<file path="config.mk">
export PLATFORM = sky130hd
export DESIGN_NAME = advanced_sector_guard
export DESIGN_NICKNAME = d
export VERILOG_FILES = /design/src/rtl/guard_pkg.sv /design/src/rtl/ppb_if.sv /design/src/rtl/advanced_sector_guard.sv /design/src/rtl/pin_sync.sv /design/src/rtl/ppb_store.sv
export SDC_FILE = /design/constraint.sdc
export NUM_CORES = 1
export LEC_CHECK = 0
export CAP_MARGIN = 40
export CORE_MARGIN = 2
export CORE_UTILIZATION = 33
export DETAILED_ROUTE_END_ITERATION = 6
export DONT_BUFFER_PORTS = 1
export PLACE_DENSITY = 0.55
export SYNTH_ARGS = -nofsm -noshare
export SYNTH_HDL_FRONTEND = slang
export SYNTH_SLANG_ARGS = --single-unit
</file>
<file path="constraint.sdc">
create_clock -name clk -period 3 [get_ports clk]
set_clock_uncertainty 0.1 [all_clocks]
set_input_delay 0.15 -clock clk [delete_from_list [all_inputs] [get_ports clk]]
set_output_delay 0.15 -clock clk [all_outputs]
set_load 0.1 [all_outputs]
</file>
<file path="src/rtl/guard_pkg.sv">
// Constants, register map and enumerations of the sector protection block
package guard_pkg;
   localparam int CLK_FREQ_MHZ = 100;
   localparam int UNLOCK_GAP_US = 100;
   localparam int UNLOCK_GAP_CYCLES = UNLOCK_GAP_US * CLK_FREQ_MHZ;
   localparam int PROG_TIME_CYCLES = 64;
   localparam int ERASE_TIME_CYCLES = 256;
   localparam int TIMER_W = 16;
   localparam int PW_W = 64;
   localparam int NUM_SECTORS_DEF = 64;

   localparam logic [7:0] OFS_CMD = 8'h00;
   localparam logic [7:0] OFS_STATUS = 8'h04;
   localparam logic [7:0] OFS_CFG = 8'h08;
   localparam logic [7:0] OFS_PW_LO = 8'h0C;
   localparam logic [7:0] OFS_PW_HI = 8'h10;
   localparam logic [7:0] OFS_SEL = 8'h14;

   localparam int CMD_OP_MSB = 3;
   localparam int CMD_VALUE_BIT = 8;
   localparam int ST_WIP = 0;
   localparam int ST_PERR = 1;
   localparam int ST_LOCK = 2;
   localparam int ST_MODE_LSB = 3;
   localparam int ST_PPB = 5;
   localparam int ST_DYB = 6;
   localparam int CFG_MODE_LSB = 1;

   localparam logic [1:0] MODE_UNSEL = 2'h3;
   localparam logic [1:0] MODE_ILLEGAL = 2'h0;
   localparam int MODE_PW_BIT = 1;
   localparam logic [PW_W-1:0] PW_FACTORY = 64'hFFFF_FFFF_FFFF_FFFF;

   typedef enum logic [3:0] {
      OP_NONE = 4'h0,
      OP_PPB_PROG = 4'h1,
      OP_PPB_ERASE = 4'h2,
      OP_DYB_WRITE = 4'h3,
      OP_LOCK_CLEAR = 4'h4,
      OP_PW_PROG = 4'h5,
      OP_PW_UNLOCK = 4'h6,
      OP_CFG_PROG = 4'h7,
      OP_SOFT_RESET = 4'h8
   } op_t;

   typedef enum logic [1:0] {
      PH_IDLE = 2'h0,
      PH_BUSY = 2'h1
   } phase_t;
endpackage : guard_pkg

</file>
<file path="src/rtl/ppb_if.sv">
// Link between the protection control and the persistent bit store
interface ppb_if #(parameter int N = 64, parameter int IW = 6);
   logic wr_en;
   logic [IW-1:0] wr_idx;
   logic erase;
   logic [IW-1:0] rd_idx;
   logic rd_bit;
   logic [N-1:0] bits;
   modport ctrl (output wr_en, wr_idx, erase, rd_idx, input rd_bit, bits);
   modport store (input wr_en, wr_idx, erase, rd_idx, output rd_bit, bits);
endinterface : ppb_if

</file>
<file path="src/rtl/advanced_sector_guard.sv">
// Per-sector program/erase protection with persistent and password lock management
//
// Chosen here: the register offsets and register access over APB.
module advanced_sector_guard
   import guard_pkg::*;
#(
   parameter int NUM_SECTORS = NUM_SECTORS_DEF,
   parameter int UNLOCK_GAP = UNLOCK_GAP_CYCLES,
   parameter int PROG_CYCLES = PROG_TIME_CYCLES,
   parameter int ERASE_CYCLES = ERASE_TIME_CYCLES
) (
   input wire logic clk,
   input wire logic resetn,
   input wire logic [7:0] paddr,
   input wire logic psel,
   input wire logic penable,
   input wire logic pwrite,
   input wire logic [31:0] pwdata,
   output logic [31:0] prdata,
   output logic pready,
   output logic pslverr,
   input wire logic hw_reset_pin_n,
   input wire logic [NUM_SECTORS-1:0] block_protect,
   output logic [NUM_SECTORS-1:0] sector_protected,
   output logic write_in_progress,
   output logic prog_error
);
   localparam int IW = $clog2(NUM_SECTORS);

   typedef struct packed {
      phase_t phase;
      op_t op;
      logic [TIMER_W-1:0] timer;
      logic [IW-1:0] op_sector;
      logic [IW-1:0] sel;
      logic [NUM_SECTORS-1:0] dynamic_sector_bit;
      logic lock;
      logic [1:0] mode;
      logic [PW_W-1:0] password;
      logic [PW_W-1:0] pw_stage;
      logic [1:0] cfg_stage;
      logic match;
      logic p_err;
      logic [31:0] prdata;
   } guard_state_t;

   guard_state_t s_reg, s_next;
   logic hw_n;
   logic mem_wr;
   logic mem_erase;
   logic setup;
   logic access;
   logic addr_ok;
   logic wr_ok;
   logic busy;
   logic pw_mode;
   logic cmd_go;
   op_t cmd_op;

   ppb_if #(.N(NUM_SECTORS), .IW(IW)) pbus ();

   pin_sync #(.W(1), .RST_VAL(1'b1)) u_hw_sync (
      .clk(clk),
      .resetn(resetn),
      .din(hw_reset_pin_n),
      .dout(hw_n)
   );

   ppb_store #(.N(NUM_SECTORS), .IW(IW)) u_ppb (
      .clk(clk),
      .resetn(resetn),
      .bus(pbus)
   );

   assign setup = psel && !penable;
   assign access = psel && penable;
   assign addr_ok = (paddr == OFS_CMD) || (paddr == OFS_STATUS) || (paddr == OFS_CFG) ||
                    (paddr == OFS_PW_LO) || (paddr == OFS_PW_HI) || (paddr == OFS_SEL);
   assign wr_ok = access && pwrite && addr_ok && hw_n;
   assign busy = (s_reg.phase == PH_BUSY);
   assign pw_mode = !s_reg.mode[MODE_PW_BIT];
   assign cmd_op = op_t'(pwdata[CMD_OP_MSB:0]);
   // Commands arriving while busy are dropped; the host polls write_in_progress
   assign cmd_go = wr_ok && (paddr == OFS_CMD) && !busy;

   assign pbus.wr_en = mem_wr;
   assign pbus.wr_idx = s_reg.op_sector;
   assign pbus.erase = mem_erase;
   assign pbus.rd_idx = s_reg.sel;

   always_comb
   begin
      logic [31:0] rd;
      rd = '0;
      s_next = s_reg;
      mem_wr = 1'b0;
      mem_erase = 1'b0;

      unique case (paddr)
         OFS_STATUS:
         begin
            rd[ST_WIP] = busy;
            rd[ST_PERR] = s_reg.p_err;
            rd[ST_LOCK] = s_reg.lock;
            rd[ST_MODE_LSB +: 2] = s_reg.mode;
            rd[ST_PPB] = pbus.rd_bit;
            rd[ST_DYB] = s_reg.dynamic_sector_bit[s_reg.sel];
         end
         OFS_CFG: rd[CFG_MODE_LSB +: 2] = s_reg.mode;
         OFS_PW_LO: rd = pw_mode ? '0 : s_reg.password[31:0];
         OFS_PW_HI: rd = pw_mode ? '0 : s_reg.password[63:32];
         OFS_SEL: rd[IW-1:0] = s_reg.sel;
         default: rd = '0;
      endcase
      if (setup)
         s_next.prdata = rd;

      if (wr_ok && (paddr == OFS_STATUS) && pwdata[ST_PERR])
         s_next.p_err = 1'b0;
      if (wr_ok && (paddr == OFS_SEL))
         s_next.sel = pwdata[IW-1:0];
      // Staging is frozen while an operation runs so it completes on what it started with
      if (wr_ok && !busy && (paddr == OFS_CFG))
         s_next.cfg_stage = pwdata[CFG_MODE_LSB +: 2];
      if (wr_ok && !busy && (paddr == OFS_PW_LO))
         s_next.pw_stage[31:0] = pwdata;
      if (wr_ok && !busy && (paddr == OFS_PW_HI))
         s_next.pw_stage[63:32] = pwdata;

      if (busy)
      begin
         if (s_reg.timer <= TIMER_W'(1))
         begin
            s_next.phase = PH_IDLE;
            s_next.timer = '0;
            unique case (s_reg.op)
               OP_PPB_PROG: mem_wr = 1'b1;
               OP_PPB_ERASE: mem_erase = 1'b1;
               OP_PW_PROG: s_next.password = s_reg.password & s_reg.pw_stage;
               OP_CFG_PROG: s_next.mode = s_reg.mode & s_reg.cfg_stage;
               OP_PW_UNLOCK:
               begin
                  if (s_reg.match)
                     s_next.lock = 1'b1;
               end
               default: ;
            endcase
         end
         else
         begin
            s_next.timer = s_reg.timer - TIMER_W'(1);
         end
      end
      else if (cmd_go)
      begin
         s_next.op = cmd_op;
         s_next.op_sector = s_reg.sel;
         case (cmd_op)
            OP_DYB_WRITE: s_next.dynamic_sector_bit[s_reg.sel] = pwdata[CMD_VALUE_BIT];
            OP_LOCK_CLEAR: s_next.lock = 1'b0;
            OP_SOFT_RESET: s_next.dynamic_sector_bit = '1;
            OP_PPB_PROG, OP_PPB_ERASE:
            begin
               if (!s_reg.lock)
                  s_next.p_err = 1'b1;
               else
               begin
                  s_next.phase = PH_BUSY;
                  s_next.timer = (cmd_op == OP_PPB_ERASE) ? TIMER_W'(ERASE_CYCLES) :
                                 TIMER_W'(PROG_CYCLES);
               end
            end
            OP_PW_PROG:
            begin
               if (!pw_mode)
               begin
                  s_next.phase = PH_BUSY;
                  s_next.timer = TIMER_W'(PROG_CYCLES);
               end
            end
            OP_CFG_PROG:
            begin
               if (s_reg.mode != MODE_UNSEL || s_reg.cfg_stage == MODE_ILLEGAL)
                  s_next.p_err = 1'b1;
               else
               begin
                  s_next.phase = PH_BUSY;
                  s_next.timer = TIMER_W'(PROG_CYCLES);
               end
            end
            OP_PW_UNLOCK:
            begin
               if (pw_mode)
               begin
                  s_next.match = (s_reg.pw_stage == s_reg.password);
                  s_next.phase = PH_BUSY;
                  if (s_reg.pw_stage == s_reg.password)
                     s_next.timer = TIMER_W'(1);
                  else
                  begin
                     s_next.p_err = 1'b1;
                     s_next.timer = TIMER_W'(UNLOCK_GAP);
                  end
               end
            end
            default: ;
         endcase
      end

      // Hardware reset pin: volatile state only, persistent bits and mode survive
      if (!hw_n)
      begin
         s_next.dynamic_sector_bit = '1;
         s_next.lock = !pw_mode;
         s_next.phase = PH_IDLE;
         s_next.timer = '0;
         s_next.p_err = 1'b0;
         // An operation cut short by the pin must not commit its one-time result
         s_next.mode = s_reg.mode;
         s_next.password = s_reg.password;
         mem_wr = 1'b0;
         mem_erase = 1'b0;
      end
   end

   // Power-on reset brings up the factory state
   always_ff @(posedge clk)
   begin
      if (!resetn)
      begin
         s_reg <= '0;
         s_reg.dynamic_sector_bit <= '1;
         s_reg.lock <= 1'b1;
         s_reg.mode <= MODE_UNSEL;
         s_reg.password <= PW_FACTORY;
         s_reg.pw_stage <= PW_FACTORY;
         s_reg.cfg_stage <= MODE_UNSEL;
      end
      else
      begin
         s_reg <= s_next;
      end
   end

   assign sector_protected = block_protect | ~(pbus.bits & s_reg.dynamic_sector_bit);
   assign prdata = s_reg.prdata;
   assign pready = 1'b1;
   assign pslverr = access && !addr_ok;
   assign write_in_progress = busy;
   assign prog_error = s_reg.p_err;
endmodule : advanced_sector_guard

</file>
<file path="src/rtl/pin_sync.sv">
// Two flip-flop synchroniser for pin inputs
module pin_sync #(
   parameter int W = 1,
   parameter logic [W-1:0] RST_VAL = '0
) (
   input wire logic clk,
   input wire logic resetn,
   input wire logic [W-1:0] din,
   output logic [W-1:0] dout
);
   typedef struct packed {
      logic [W-1:0] s1;
      logic [W-1:0] s2;
   } sync_t;
   sync_t r_reg, r_next;

   always_comb
   begin
      r_next.s1 = din;
      r_next.s2 = r_reg.s1;
   end

   always_ff @(posedge clk)
   begin
      if (!resetn)
      begin
         r_reg.s1 <= RST_VAL;
         r_reg.s2 <= RST_VAL;
      end
      else
      begin
         r_reg <= r_next;
      end
   end

   assign dout = r_reg.s2;
endmodule : pin_sync

</file>
<file path="src/rtl/ppb_store.sv">
// Non-volatile persistent sector bits, one per sector
module ppb_store #(
   parameter int N = 64,
   parameter int IW = 6
) (
   input wire logic clk,
   input wire logic resetn,
   ppb_if.store bus
);
   typedef struct packed {
      logic [N-1:0] bits;
      logic rd_bit;
   } store_t;
   store_t r_reg, r_next;

   always_comb
   begin
      r_next = r_reg;
      if (bus.erase)
         r_next.bits = '1;
      else if (bus.wr_en)
         r_next.bits[bus.wr_idx] = 1'b0;
      r_next.rd_bit = r_reg.bits[bus.rd_idx];
   end

   // Only the power-on reset reaches these bits: they model the factory state
   always_ff @(posedge clk)
   begin
      if (!resetn)
      begin
         r_reg.bits <= '1;
         r_reg.rd_bit <= 1'b1;
      end
      else
      begin
         r_reg <= r_next;
      end
   end

   assign bus.bits = r_reg.bits;
   assign bus.rd_bit = r_reg.rd_bit;
endmodule : ppb_store

</file>
-- After elaboration in Yosys (flattened, before gate mapping)
Index checks and enable logic that the tools add are counted.
- bits in registers: 332
- output and inout port bits: 100
- logic and storage cells: 168
- memories kept: 0
- memory bits (read-only): 0
- latch bits: 0
- input bits: 110
- memory bits (writable): 0
- div/mod/pow operators: 0
- reductions and logical operators: 42
- multiply operators: 0
- add/subtract/negate cells: 1
- magnitude comparators: 5
- equality and inequality tests: 31
- shift-type cells: 0
- bitwise logic cells: 10
- muxes and demuxes: 60
- operator list (operator ; number):
    $and 64x64->64 ; 3
    $mux 67 ; 2
    $not 64->64 ; 2
    $pmux 64 s2 ; 1
    $mux 16 ; 6
    $mux 66 ; 1
    $mux 65 ; 1
    $bwmux 64 ; 1
    $eq 64x64->1 ; 1
    $mux 32 ; 2
    $mux 64 ; 1
    $or 64x64->64 ; 1
    $pmux 16 s4 ; 1
    $pmux 25 s2 ; 1
    $eq 4x3->1 const B ; 7
    $mux 28 ; 1
    $ne 3x3->1 const B ; 9
    $mux 1 ; 23
    $logic_and 1x1->1 ; 17
    $eq 8x4->1 const B ; 2
    $eq 8x5->1 const B ; 2
    $le 16x1->1 const B ; 1
    $sub 16x1->16 const B ; 1
    $lt 6x7->1 const B ; 2
    other kinds (33) ; 60

-- Depth between registers and ports, before layout
Gate-level depths: netlist (run 1).
- word-level depth: 16
- depth in mapped cells: 11
- depth with buffers taken out: 8

-- Cells and area by module
From an unflattened synthesis (run 1), not the netlist that was laid out.
- cells, all modules: 1904
- area total of the unflattened synthesis: 16009.1 um^2
- modules (own cells, without submodules) (module ; area an instance (um^2) ; instances ; seq. area each (um^2) ; cells an instance):
    advanced_sector_guard ; 13232.7 ; 1 ; 5285.1 ; 1618
    ppb_store ; 2723.9 ; 1 ; 1301.2 ; 282
    pin_sync ; 52.6 ; 1 ; 40.0 ; 4

-- Worst setup path after synthesis (run 1)
No wires, ideal clock.
- kind: reg-to-reg
- from: register s_reg[243] in the netlist's numbering
- to: register, netlist name u_ppb.bus.bits[33]
- data required time: 2771 ps
- data arrival time: 2267 ps
- stages on the path, launching flop included: 11
- path buffers: 2
- period minus slack after synthesis: 2497 ps
- slack: 503 ps
- setup time: 129 ps
- cells stage by stage: dfxtp_1 > inv_1 > ha_1 > clkbuf_1 > nor2_1 > nor3b_1 > nand3_2 > or4_1 > clkbuf_1 > o21ai_0 > nand2_1
- word-level cells in the longest chain between the ends: 5
- elaborated cells on any way between the ends: 8
- classes of those cells: 1 x order compare; 6 x mux; 1 x reduce/logical
- RTL lines (what ; RTL line ; RTL):
    start: declaration ; advanced_sector_guard.sv:47 ; guard_state_t s_reg, s_next;
    start signal: assignment ; advanced_sector_guard.sv:241 ; s_reg <= s_next;
    $le 16x1->1 (*) ; advanced_sector_guard.sv:132 ; if (s_reg.timer <= TIMER_W'(1))
    $mux 1 ; advanced_sector_guard.sv:132 ;
    $mux 1 ; advanced_sector_guard.sv:130 ; if (busy)
    $mux 1 ; advanced_sector_guard.sv:211 ; if (!hw_n)
    $reduce_or 2->1 (no line) ; - ;
Mark *: on every way between the ends. The rest lies on a longest branch, timed or not.
A chain may end at the register's enable or synchronous reset.

-- Worst setup path in the final report (run 1)
- from: register s_reg, in the netlist pbus.rd_idx[0]
- to: register s_reg, in the netlist prdata[6]
- word-level cells in the longest chain between the ends: 3
- RTL lines (what ; RTL line ; RTL):
    $bmux 1 s6 ; advanced_sector_guard.sv:107 ; rd[ST_DYB] = s_reg.dynamic_sector_bit[s_reg.sel];
    $mux 1 (not written as such) ; advanced_sector_guard.sv:107 ;
    $pmux 1 s3 ; advanced_sector_guard.sv:99 ; unique case (paddr)
No other way between the ends. The select of a mux whose other input is x is not followed.

==> summary.md, run 1 <==
| Metric | Value |
|---|---|
| DR vias/cell | about 5.7 |
| CTS tree | built |
| Minimum clock period | 2.803 ns |
| Via count | 15,370 |
| Area growth from synthesis to layout | 25.11% |
| Synth Net Count | between 2,000 and 2,500 |
| Synth area leaders | dfxtp_1 42%, nand2_1 10%, nand3_1 9.3% |
| Slew headroom | 0.4685 |
| Fin. Hold Viols | 0 |
| Num rows | 80 |
| Mapped Avg Cell Area | 8.000 sq um |
| CTS Buf Count | 39 |
| Die Y | approximately 220 um |
| Area of the multi-input gates | approximately 8400 sq um |
| Initial antenna violation count | 6 |
| Met1 wire length | 24,740 um |
| Post-CTS setup buffer count | 0 |
| Pin count of the biggest net entering global routing | between 150 and 200 |
| Worst EP arrival | 3.11 ns |
| Leak | 7.681 nW |
| Top_reg_cell synth | dfxtp_1 |
| Gate Count Post-Synth | 1,981 |
| Crit end category | flop |
| Fmax achieved | about 360 MHz |
| Max Cap Violations | 0 |
| First-pass iteration count of the detailed router | 6 |
| Finished Layout Cells | roughly 2,700 |
| DP Wirelength | between 40,000 and 50,000 um |
| Register area | 6629 sq um |
| Port buffer count | 0 |
| PD cells | 515.5 nW/um^2 |
| Run status | finished clean |
| Vias in the first global route | ~14,000 |
| Hold Path Class | primary input to flop |
| DR iter-0 viols | 1,573 |
| Post-synth ARST share | 0 |
| Worst Path Max Fanout | 29 |
| Initial core utilization | 0.3333 |
| Slew @ Worst Pin | between 0.7 and 0.8 ns |
| Slew Limit Fails | 0 |
| Post-Syn Area | approximately 16,000 sq um |
| Routed WL | around 59,000 um |
| All-Layer GR Usage | 0.2282 |
| Unrepaired setup endpoints after global routing | no |
| Remaining global-route overflow | 0 |
| Post-DRT Antenna Nets | 0 |
| # IOs | between 200 and 250 |
| Clock-pin slew on the worst setup and hold paths | roughly 0.060 ns |
| Most frequent cells in the layout | 439 x nand2_1, 329 x dfxtp_1, 294 x nand3_1, 114 x o21ai_0, 71 x buf_4 |
| Synth top area share | 0.4181 |
| VDD IR max | 461.8 uV |
| Total number of yosys warnings | 0 |
| Max reg flops | between 200 and 250 |
| Placed insts | approximately 2,600 |
| DIE AREA | 49,790 sq um |
| Setup_tns | 0 ns |
| First-pass GRT wire length | 88,400 um |
| Commonest non-fill, non-tap cell in the layout | nand2_1 |
| Critical Path RT | 3.31 ns |
| Clock root buffer master | clkbuf_16 |
| # fillers | 4,651 |
| WL met3 | about 4900 um |
| Share of cells above drive strength 1 | 0.1283 |
| Cell variety after synth | between 70 and 80 |
| WL per Instance | 21.69 um |
| FF+latch count, synth | roughly 330 |
| CP Launch Type | flop |
| CORE AREA | 47,550 sq um |
| Yosys top cell by area | dfxtp_1 |
| Chip width | 223.1 um |
| CP Class | flop to flop |
| Clk sinks | about 330 |
| Met2 wire len | 26,760 um |
| Insertion delay to the later sink of the worst-skew pair | about 0.56 ns |
| Clk buf depth | 3 |
| Number of H-tree levels | 2 |
| Sequential area share after synthesis | 0.4181 |
| Tcrit/Tclk final | 0.9343 |
| Final Wtd Congestion | 0.9207 |
| Max layer used | met4 |
| Post-synth EDFFs | 0 |
| NumNets Final | 2,228 |
| Final setup viols | 0 |
| DRC Markers | 0 |
==> logic make-up after synthesis <==
group | count (synthesis) | synth area share
AOI/OAI and AO/OA | 343 | 0.1323
xor gates and xnor gates | 3 | 0.001658
adders and majority gates | 66 | 0.05211
buffers and inverters | 188 | 0.05369
DFF | 331 | 0.4181
muxes | 41 | 0.03300
other | 1 | 0.0002366
and+or+nand+nor | 1008 | 0.3089
==> worst max-delay path, cell delays in order, from the launching register on <==
cell	delay [ns]
dfxtp_2	0.72
buf_4	0.49
mux2i_1	0.27
o21ai_0	0.09
a221oi_1	0.40
nor3_1	0.10
a31oi_1	0.31
a311oi_1	0.14
==> final cells by class <==
class / count / share of cell area
sequential: 331 / 0.3343
multi-input combinational: 1462 / 0.4253
antenna: 7 / 0.0008834
inverter: 9 / 0.001704
clock buffer: 60 / 0.05982
clock inverter: 10 / 0.006373
timing repair buffer: 209 / 0.1328
tap: 615 / 0.03881
==> final timing paths <==
path | start | to | slack (ns) | cells past startpoint
max | pbus.rd_idx[0]$_SDFFE_PN0P_ | prdata[6]$_SDFFE_PN0P_ | 0.20 | 7
min | pwdata[2] | prog_error$_SDFF_PN0_ | 0.03 | 5
max reg2reg | pbus.rd_idx[0]$_SDFFE_PN0P_ | prdata[6]$_SDFFE_PN0P_ | 0.20 | 7
min reg2reg | u_hw_sync.r_next[0]$_SDFF_PN1_ | u_hw_sync.dout$_SDFF_PN1_ | 0.32 | 1
==> report_power, final <==
| group | internal, mW | total [mW] | switching [mW] |
|---|---|---|---|
| registers | 4.40 | 4.41 | 0.00546 |
| logic | 0.279 | 0.905 | 0.626 |
| clock network | 2.91 | 4.91 | 2.00 |
| total | 7.59 | 10.2 | 2.63 |
==> layer usage <==
metal	GRT usage	vias up
li1	-	7126
met4	0.09764	0
met2	0.3586	698
met1	0.3031	7395
met5	0	-
met3	0.04794	152
==> synth_stat cells, drive strengths merged (13+ instances only) <==
cell and n:
nand2 440, dfxtp 331, nand3 295, o21ai 161, clkbuf 123, nand3b 68
ha 66, buf 56, nor2 56, a21oi 52, a22o 29, nor4 27
nand2b 25, mux2i 23, nor3 19, a21boi 18, a31oi 18, or3 17
a221oi 13
==> stage by stage <==
stage	cell area, sq um	total power [mW]	hold WS [ns]	utilization	worst slack (ns)
floorplan	15850	5.077	0.1515	-	0.5032
global placement	16480	5.090	0.1614	0.3466	0.2596
detailed placement	17930	5.282	0.1607	0.3772	0.2691
CTS	19790	10.31	0.0008257	0.4162	0.1409
global route	19830	10.49	0.06264	0.4170	0.03322
finish	19830	10.22	0.02571	0.4170	0.1971
==> repair_timing <==
item / 4_1_cts / 5_1_grt
hold buffers: 51 / 0
hold endpoints to repair: 276 / 0
resized for setup: 0 / 3
setup endpoints to repair: 0 / 1
Note: power is estimated with default switching activity, not from simulation.
==> run 2, diff against run 1 <==
--- a/config.mk
+++ b/config.mk
@@ -7,10 +7,10 @@
 export LEC_CHECK = 0
 export CAP_MARGIN = 40
 export CORE_MARGIN = 2
-export CORE_UTILIZATION = 33
+export CORE_UTILIZATION = 37
 export DETAILED_ROUTE_END_ITERATION = 6
 export DONT_BUFFER_PORTS = 1
-export PLACE_DENSITY = 0.55
+export PLACE_DENSITY = 0.59
 export SYNTH_ARGS = -nofsm -noshare
 export SYNTH_HDL_FRONTEND = slang
 export SYNTH_SLANG_ARGS = --single-unit
==> run 2 against run 1 <==
  * Hold slack worse by 0.015 ns
  * Die area is 11% lower
  * Clock power is 7.9% lower
  * Final cell count is 3.1% lower
  * Critical path depth stayed put
  * First-iteration DRC count is 4.1% higher
  * Via count is 0.17% higher
  * Sequential share of layout area is 0.68 points higher
  * Setup slack better by 0.046 ns
  * Routed wire length is 5.3% lower
  * Combinational power is 5.3% lower
  * Design area is 2.0% lower
  * Critical path type unchanged
  * Critical endpoint is now u_ppb.bus.bits[34]$_SDFFE_PP1P_
  * Largest power group unchanged
==> summary.md, run 2 (same netlist as run 1, synthesis figures left out) <==
| Metric | Value |
|---|---|
| PD cells | 503.6 nW/um^2 |
| Vias in the first global route | roughly 15,000 |
| Final setup viols | 0 |
| VDD IR max | around 490 uV |
| Clock root buffer master | clkbuf_16 |
| CTS tree | built |
| Routed WL | 55,540 um |
| FF-to-FF End | u_ppb.bus.bits[34]$_SDFFE_PP1P_ |
| Initial core utilization | 0.3761 |
| Initial antenna violation count | 3 |
| Commonest non-fill, non-tap cell in the layout | nand2_1 |
| Tcrit/Tclk final | 0.9190 |
| Leak | between 7 and 8 nW |
| Max Cap Violations | 0 |
| Chip width | 211.0 um |
| Post-CTS setup buffer count | 0 |
| Worst Setup EP | u_ppb.bus.bits[34]$_SDFFE_PP1P_ |
| CP Launch Type | flop |
| Slew Limit Fails | 0 |
| Pin count of the biggest net entering global routing | about 150 |
| Fin. Hold Viols | 0 |
| FF-to-FF Start | s_reg[254]$_SDFFE_PN0P_ |
| # IOs | 210 |
| Unrepaired setup endpoints after global routing | no |
| Area growth from synthesis to layout | 22.61% |
| DIE AREA | 44,500 sq um |
| Most frequent cells in the layout | 439 x nand2_1, 329 x dfxtp_1, 294 x nand3_1, 114 x o21ai_0, 73 x buf_4 |
| First-pass iteration count of the detailed router | 5 |
| Run status | finished clean |
| CORE AREA | 42,130 sq um |
| Clock-pin slew on the worst setup and hold paths | 0.06 ns |
| DP Wirelength | 37,490 um |
| Final hold slack | ~0.011 ns |
| Clk buf depth | 3 |
| Via count | roughly 15,000 |
| R2R cell count | 7 |
| Insertion delay to the later sink of the worst-skew pair | roughly 0.57 ns |
| DR iter-0 viols | about 1,600 |
| Final Wtd Congestion | 0.8866 |
| CP Launch Point | s_reg[254]$_SDFFE_PN0P_ |
| Worst Path Max Fanout | 32 |
| Setup_tns | 0 ns |
| WL per Instance | 21.20 um |
| Slew @ Worst Pin | 0.7567 ns |
| CP Class | flop to flop |
| All-Layer GR Usage | 0.2447 |
| Minimum clock period | 2.757 ns |
| Critical Path RT | 3.30 ns |
| R2R Setup Slk | 0.24 ns |
| DR vias/cell | 5.877 |
| Post-DRT Antenna Nets | 0 |
| Number of H-tree levels | 2 |
| DRC Markers | 0 |
| Share of cells above drive strength 1 | 0.1222 |
| Hold Path Class | primary input to flop |
| Slew headroom | 0.4937 |
| Remaining global-route overflow | 0 |
| Die Y | 211.0 um |
| CTS Buf Count | 38 |
| Crit end category | flop |
| Max reg flops | 219 |
| Port buffer count | 0 |
| Fmax achieved | between 300 and 400 MHz |
| First-pass GRT wire length | 85,170 um |
| Clk sinks | about 330 |
| NumNets Final | 2,232 |
| Worst EP arrival | 3.06 ns |
| Num rows | 75 |
## run 2: repair_timing
| item | in CTS | in global routing |
|---|---|---|
| endpoints found under the hold margin | 237 | 0 |
| hold buffers | 60 | 0 |
| resized for setup | 0 | 0 |
## run 2: critical path: stages (launching register included)
cell and delay, ns:
dfxtp_1 0.35, nor4_1 0.38, nor3b_1 0.46, nand3_2 0.20, or4_1 0.54, buf_4 0.25, o21ai_0 0.23, nand2_1 0.07
## run 2: worst min-delay path by stage
stage / startpoint / end / slack, ns / cells after the start
2_1_floorplan: hw_reset_pin_n / u_hw_sync.r_next[0]$_SDFF_PN1_ / 0.15 / 1
3_3_place_gp: hw_reset_pin_n / u_hw_sync.r_next[0]$_SDFF_PN1_ / 0.16 / 1
3_5_place_dp: hw_reset_pin_n / u_hw_sync.r_next[0]$_SDFF_PN1_ / 0.16 / 1
4_1_cts: pwdata[3] / s_reg[166]$_SDFFE_PN1P_ / 0.001 / 4
5_1_grt: penable / prdata[27]$_SDFFE_PN0P_ / 0.03 / 4
6_report: penable / prdata[1]$_SDFFE_PN0P_ / 0.01 / 4
## run 2: area by class of cell
class                   count  area (sq um)
inverters                   9         33.78
clock inverters            10         100.1
repair buffers            214          2497
diodes                      2         5.005
multi-input cells        1462          8413
clock buffers              53          1079
fillers                  4011         22700
well taps                 539         674.4
flip-flops and latches    331          6629
## run 2: stage by stage
stage	std cells	instance area, sq um	power [mW]	setup WS, ns	util
finish	2620	19430	9.786	0.2429	0.4612
global route	2619	19430	10.04	0.03772	0.4611
CTS	2618	19430	9.839	0.3238	0.4611
detailed placement	2495	17610	5.241	0.3055	0.4180
global placement	2416	16340	5.081	0.4027	0.3878
floorplan	1981	15850	5.077	0.5032	-
## run 2: routing by layer
layer / track usage / part of all wire
met1: 0.3246 / 0.42
met5: 0 / 0
met3: 0.04832 / 0.082
met4: 0.1124 / 0.044
met2: 0.3842 / 0.45
## run 2: power breakdown
part / switching (mW) / total (mW) / internal (mW)
clock network: 1.92 / 4.52 / 2.60
logic: 0.609 / 0.857 / 0.248
registers: 0.00678 / 4.41 / 4.40
total: 2.54 / 9.79 / 7.25
==> run 3, diff against run 2 <==
--- a/config.mk
+++ b/config.mk
@@ -6,11 +6,13 @@
 export NUM_CORES = 1
 export LEC_CHECK = 0
 export CAP_MARGIN = 40
+export CELL_PAD_IN_SITES_DETAIL_PLACEMENT = 1
+export CELL_PAD_IN_SITES_GLOBAL_PLACEMENT = 1
 export CORE_MARGIN = 2
 export CORE_UTILIZATION = 37
 export DETAILED_ROUTE_END_ITERATION = 6
 export DONT_BUFFER_PORTS = 1
-export PLACE_DENSITY = 0.59
+export PLACE_DENSITY = 0.73
 export SYNTH_ARGS = -nofsm -noshare
 export SYNTH_HDL_FRONTEND = slang
 export SYNTH_SLANG_ARGS = --single-unit
==> run 3 against run 2 <==
  * Power rose by 5.5%
  * Clock power rose by 12%
  * First-iteration DRC count fell by 7.8%
  * Critical path type unchanged
  * Routed wire length rose by 16%
  * Design area rose by 0.85%
  * Hold slack improved by 0.0042 ns
  * Combinational power rose by 2.6%
  * Non-clock buffer count fell by 10
  * Via count rose by 2.9%
  * Clock-buffer cell count fell by 3
==> summary.md, run 3 (same netlist as run 1, synthesis figures left out) <==
| Metric | Value |
|---|---|
| DP Area | 17,710 sq um |
| DR iter-0 viols | 1,509 |
| Final setup viols | 0 |
| Finished Layout Cells | 2,614 |
| DR vias/cell | just over 6 |
| Placed insts | 2,494 |
| Setup_tns | 0 ns |
| First-pass iteration count of the detailed router | 7 |
| Remaining global-route overflow | 0 |
| Commonest non-fill, non-tap cell in the layout | nand2_1 |
| Port buffer count | 0 |
| Insertion delay to the later sink of the worst-skew pair | between 0.5 and 0.6 ns |
| Post-DRT Antenna Nets | 0 |
| Final hold slack | about 0.015 ns |
| Met2 wire len | 29,520 um |
| Crit end category | flop |
| WL per Instance | 24.68 um |
| DP Wirelength | approximately 45,000 um |
| Net Sw Power | 2.647 mW |
| Final Cell Area | 19,600 sq um |
| Max Cap Violations | 0 |
| Most frequent cells in the layout | 439 x nand2_1, 329 x dfxtp_1, 294 x nand3_1, 114 x o21ai_0, 68 x nand3b_1 |
| Vias in the first global route | 16,120 |
| Area growth from synthesis to layout | 23.65% |
| Slew @ Worst Pin | between 0.9 and 1 ns |
| Max reg flops | 219 |
| Leak | 7.614 nW |
| Routed WL | 64,510 um |
| Slew headroom | 0.3708 |
| All-Layer GR Usage | 0.2855 |
| CTS tree | built |
| CP Class | flop to flop |
| Clk buf depth | 3 |
| NumNets Final | around 2,200 |
| Fin. Hold Viols | 0 |
| CTS Buf Count | 38 |
| Slew Limit Fails | 0 |
| Num rows | 75 |
| Tcrit/Tclk final | 0.9449 |
| WL met3 | 4819 um |
| Minimum clock period | 2.835 ns |
| CP Launch Type | flop |
| Post-CTS setup buffer count | 0 |
| VDD IR max | 453.0 uV |
| Initial antenna violation count | 3 |
| Critical Path RT | 3.30 ns |
| CORE AREA | 42,130 sq um |
| Number of H-tree levels | 2 |
| Clock-pin slew on the worst setup and hold paths | roughly 0.06 ns |
| # IOs | 210 |
| First-pass GRT wire length | between 90,000 and 100,000 um |
| Via count | 15,850 |
| Worst Path Max Fanout | 32 |
| Int Pwr | 7.681 mW |
| Max layer used | met4 |
| Initial core utilization | 0.3761 |
| Met1 wire length | 27,220 um |
| Pin count of the biggest net entering global routing | approximately 160 |
| DRC Markers | 0 |
| Switch share | 0.2563 |
| Run status | finished clean |
| Fmax achieved | 352.8 MHz |
| Clock network power share | 0.488 |
| Die Y | 211.0 um |
| Sequential power share | 0.427 |
| DIE AREA | ~45,000 sq um |
| Share of cells above drive strength 1 | 0.1264 |
| Clock root buffer master | clkbuf_16 |
| Hold Path Class | primary input to flop |
| Worst EP arrival | around 3.1 ns |
| Clk sinks | 331 |
| Combinational power share | 0.085 |
| PD cells | roughly 530 nW/um^2 |
| Chip width | about 210 um |
| Final Wtd Congestion | 0.9554 |
-- run 3: cell types whose count changed in the layout (fill, tap and decap cells not counted), moves of 2 or more --
cell	before	now
dlygate4sd3_1	58	49
buf_4	73	67
buf_16	9	14
buf_8	72	67
bufinv_16	1	6
buf_12	2	6
clkbuf_1	9	5
clkbuf_8	5	7
-- run 3: layout make-up --
class	instances	area [sq um]
antenna	3	7.507
clock inverter	16	255.2
tap	539	674.4
multi-input combinational	1462	8421
timing repair buffer	204	2510
inverter	9	33.78
fill	4906	22540
sequential	331	6629
clock buffer	50	1066
-- run 3: final timing paths --
| path | end | slack (ns) | depth (start not counted) | from |
|---|---|---|---|---|
| setup / recovery | u_ppb.bus.bits[60]$_SDFFE_PP1P_ | 0.17 | 7 | s_reg[249]$_SDFFE_PN0P_ |
| hold / removal | pbus.rd_idx[2]$_SDFFE_PN0P_ | 0.02 | 4 | penable |
| setup reg to reg | u_ppb.bus.bits[60]$_SDFFE_PP1P_ | 0.17 | 7 | s_reg[249]$_SDFFE_PN0P_ |
| hold reg to reg | prdata[30]$_SDFFE_PN0P_ | 0.36 | 2 | prdata[30]$_SDFFE_PN0P_ |
-- run 3: what timing repair did --
| item | in CTS | in global routing |
|---|---|---|
| hold buffers | 51 | 0 |
| endpoints found under the hold margin | 241 | 0 |
| setup endpoints to repair | 0 | 20 |
| resized for setup | 0 | 2 |
-- run 3: metrics by stage --
| stage | setup slack, ns | power [mW] | utilization |
|---|---|---|---|
| after floorplan | 0.5032 | 5.077 | - |
| after global placement | 0.2716 | 5.085 | 0.3886 |
| after detailed placement | 0.1172 | 5.255 | 0.4204 |
| after CTS | 0.1580 | 10.39 | 0.4647 |
| after global routing | -0.03724 | 10.59 | 0.4651 |
| final | 0.1653 | 10.33 | 0.4651 |
-- run 3: power by group through the flow --
stage	logic [mW]	registers [mW]	clock network, mW
after floorplan	0.574	4.50	0
after global placement	0.574	4.51	0
after detailed placement	0.747	4.51	0
after CTS	0.875	4.41	5.11
after global routing	0.901	4.41	5.28
final	0.879	4.41	5.04
-- run 3: routing by layer --
metal  vias up  track usage
li1       7069            -
met4         0       0.1328
met5         -            0
met2       694       0.4556
met3       183      0.04951
met1      7902       0.3763
-- run 3: worst max-delay path, cell delays in order (launching register included) --
cell     delay, ns
dfxtp_1       0.36
nor4_1        0.52
and3b_1       0.39
nand3_2       0.19
or4_1         0.52
buf_4         0.26
o21ai_1       0.22
nand2_1       0.09
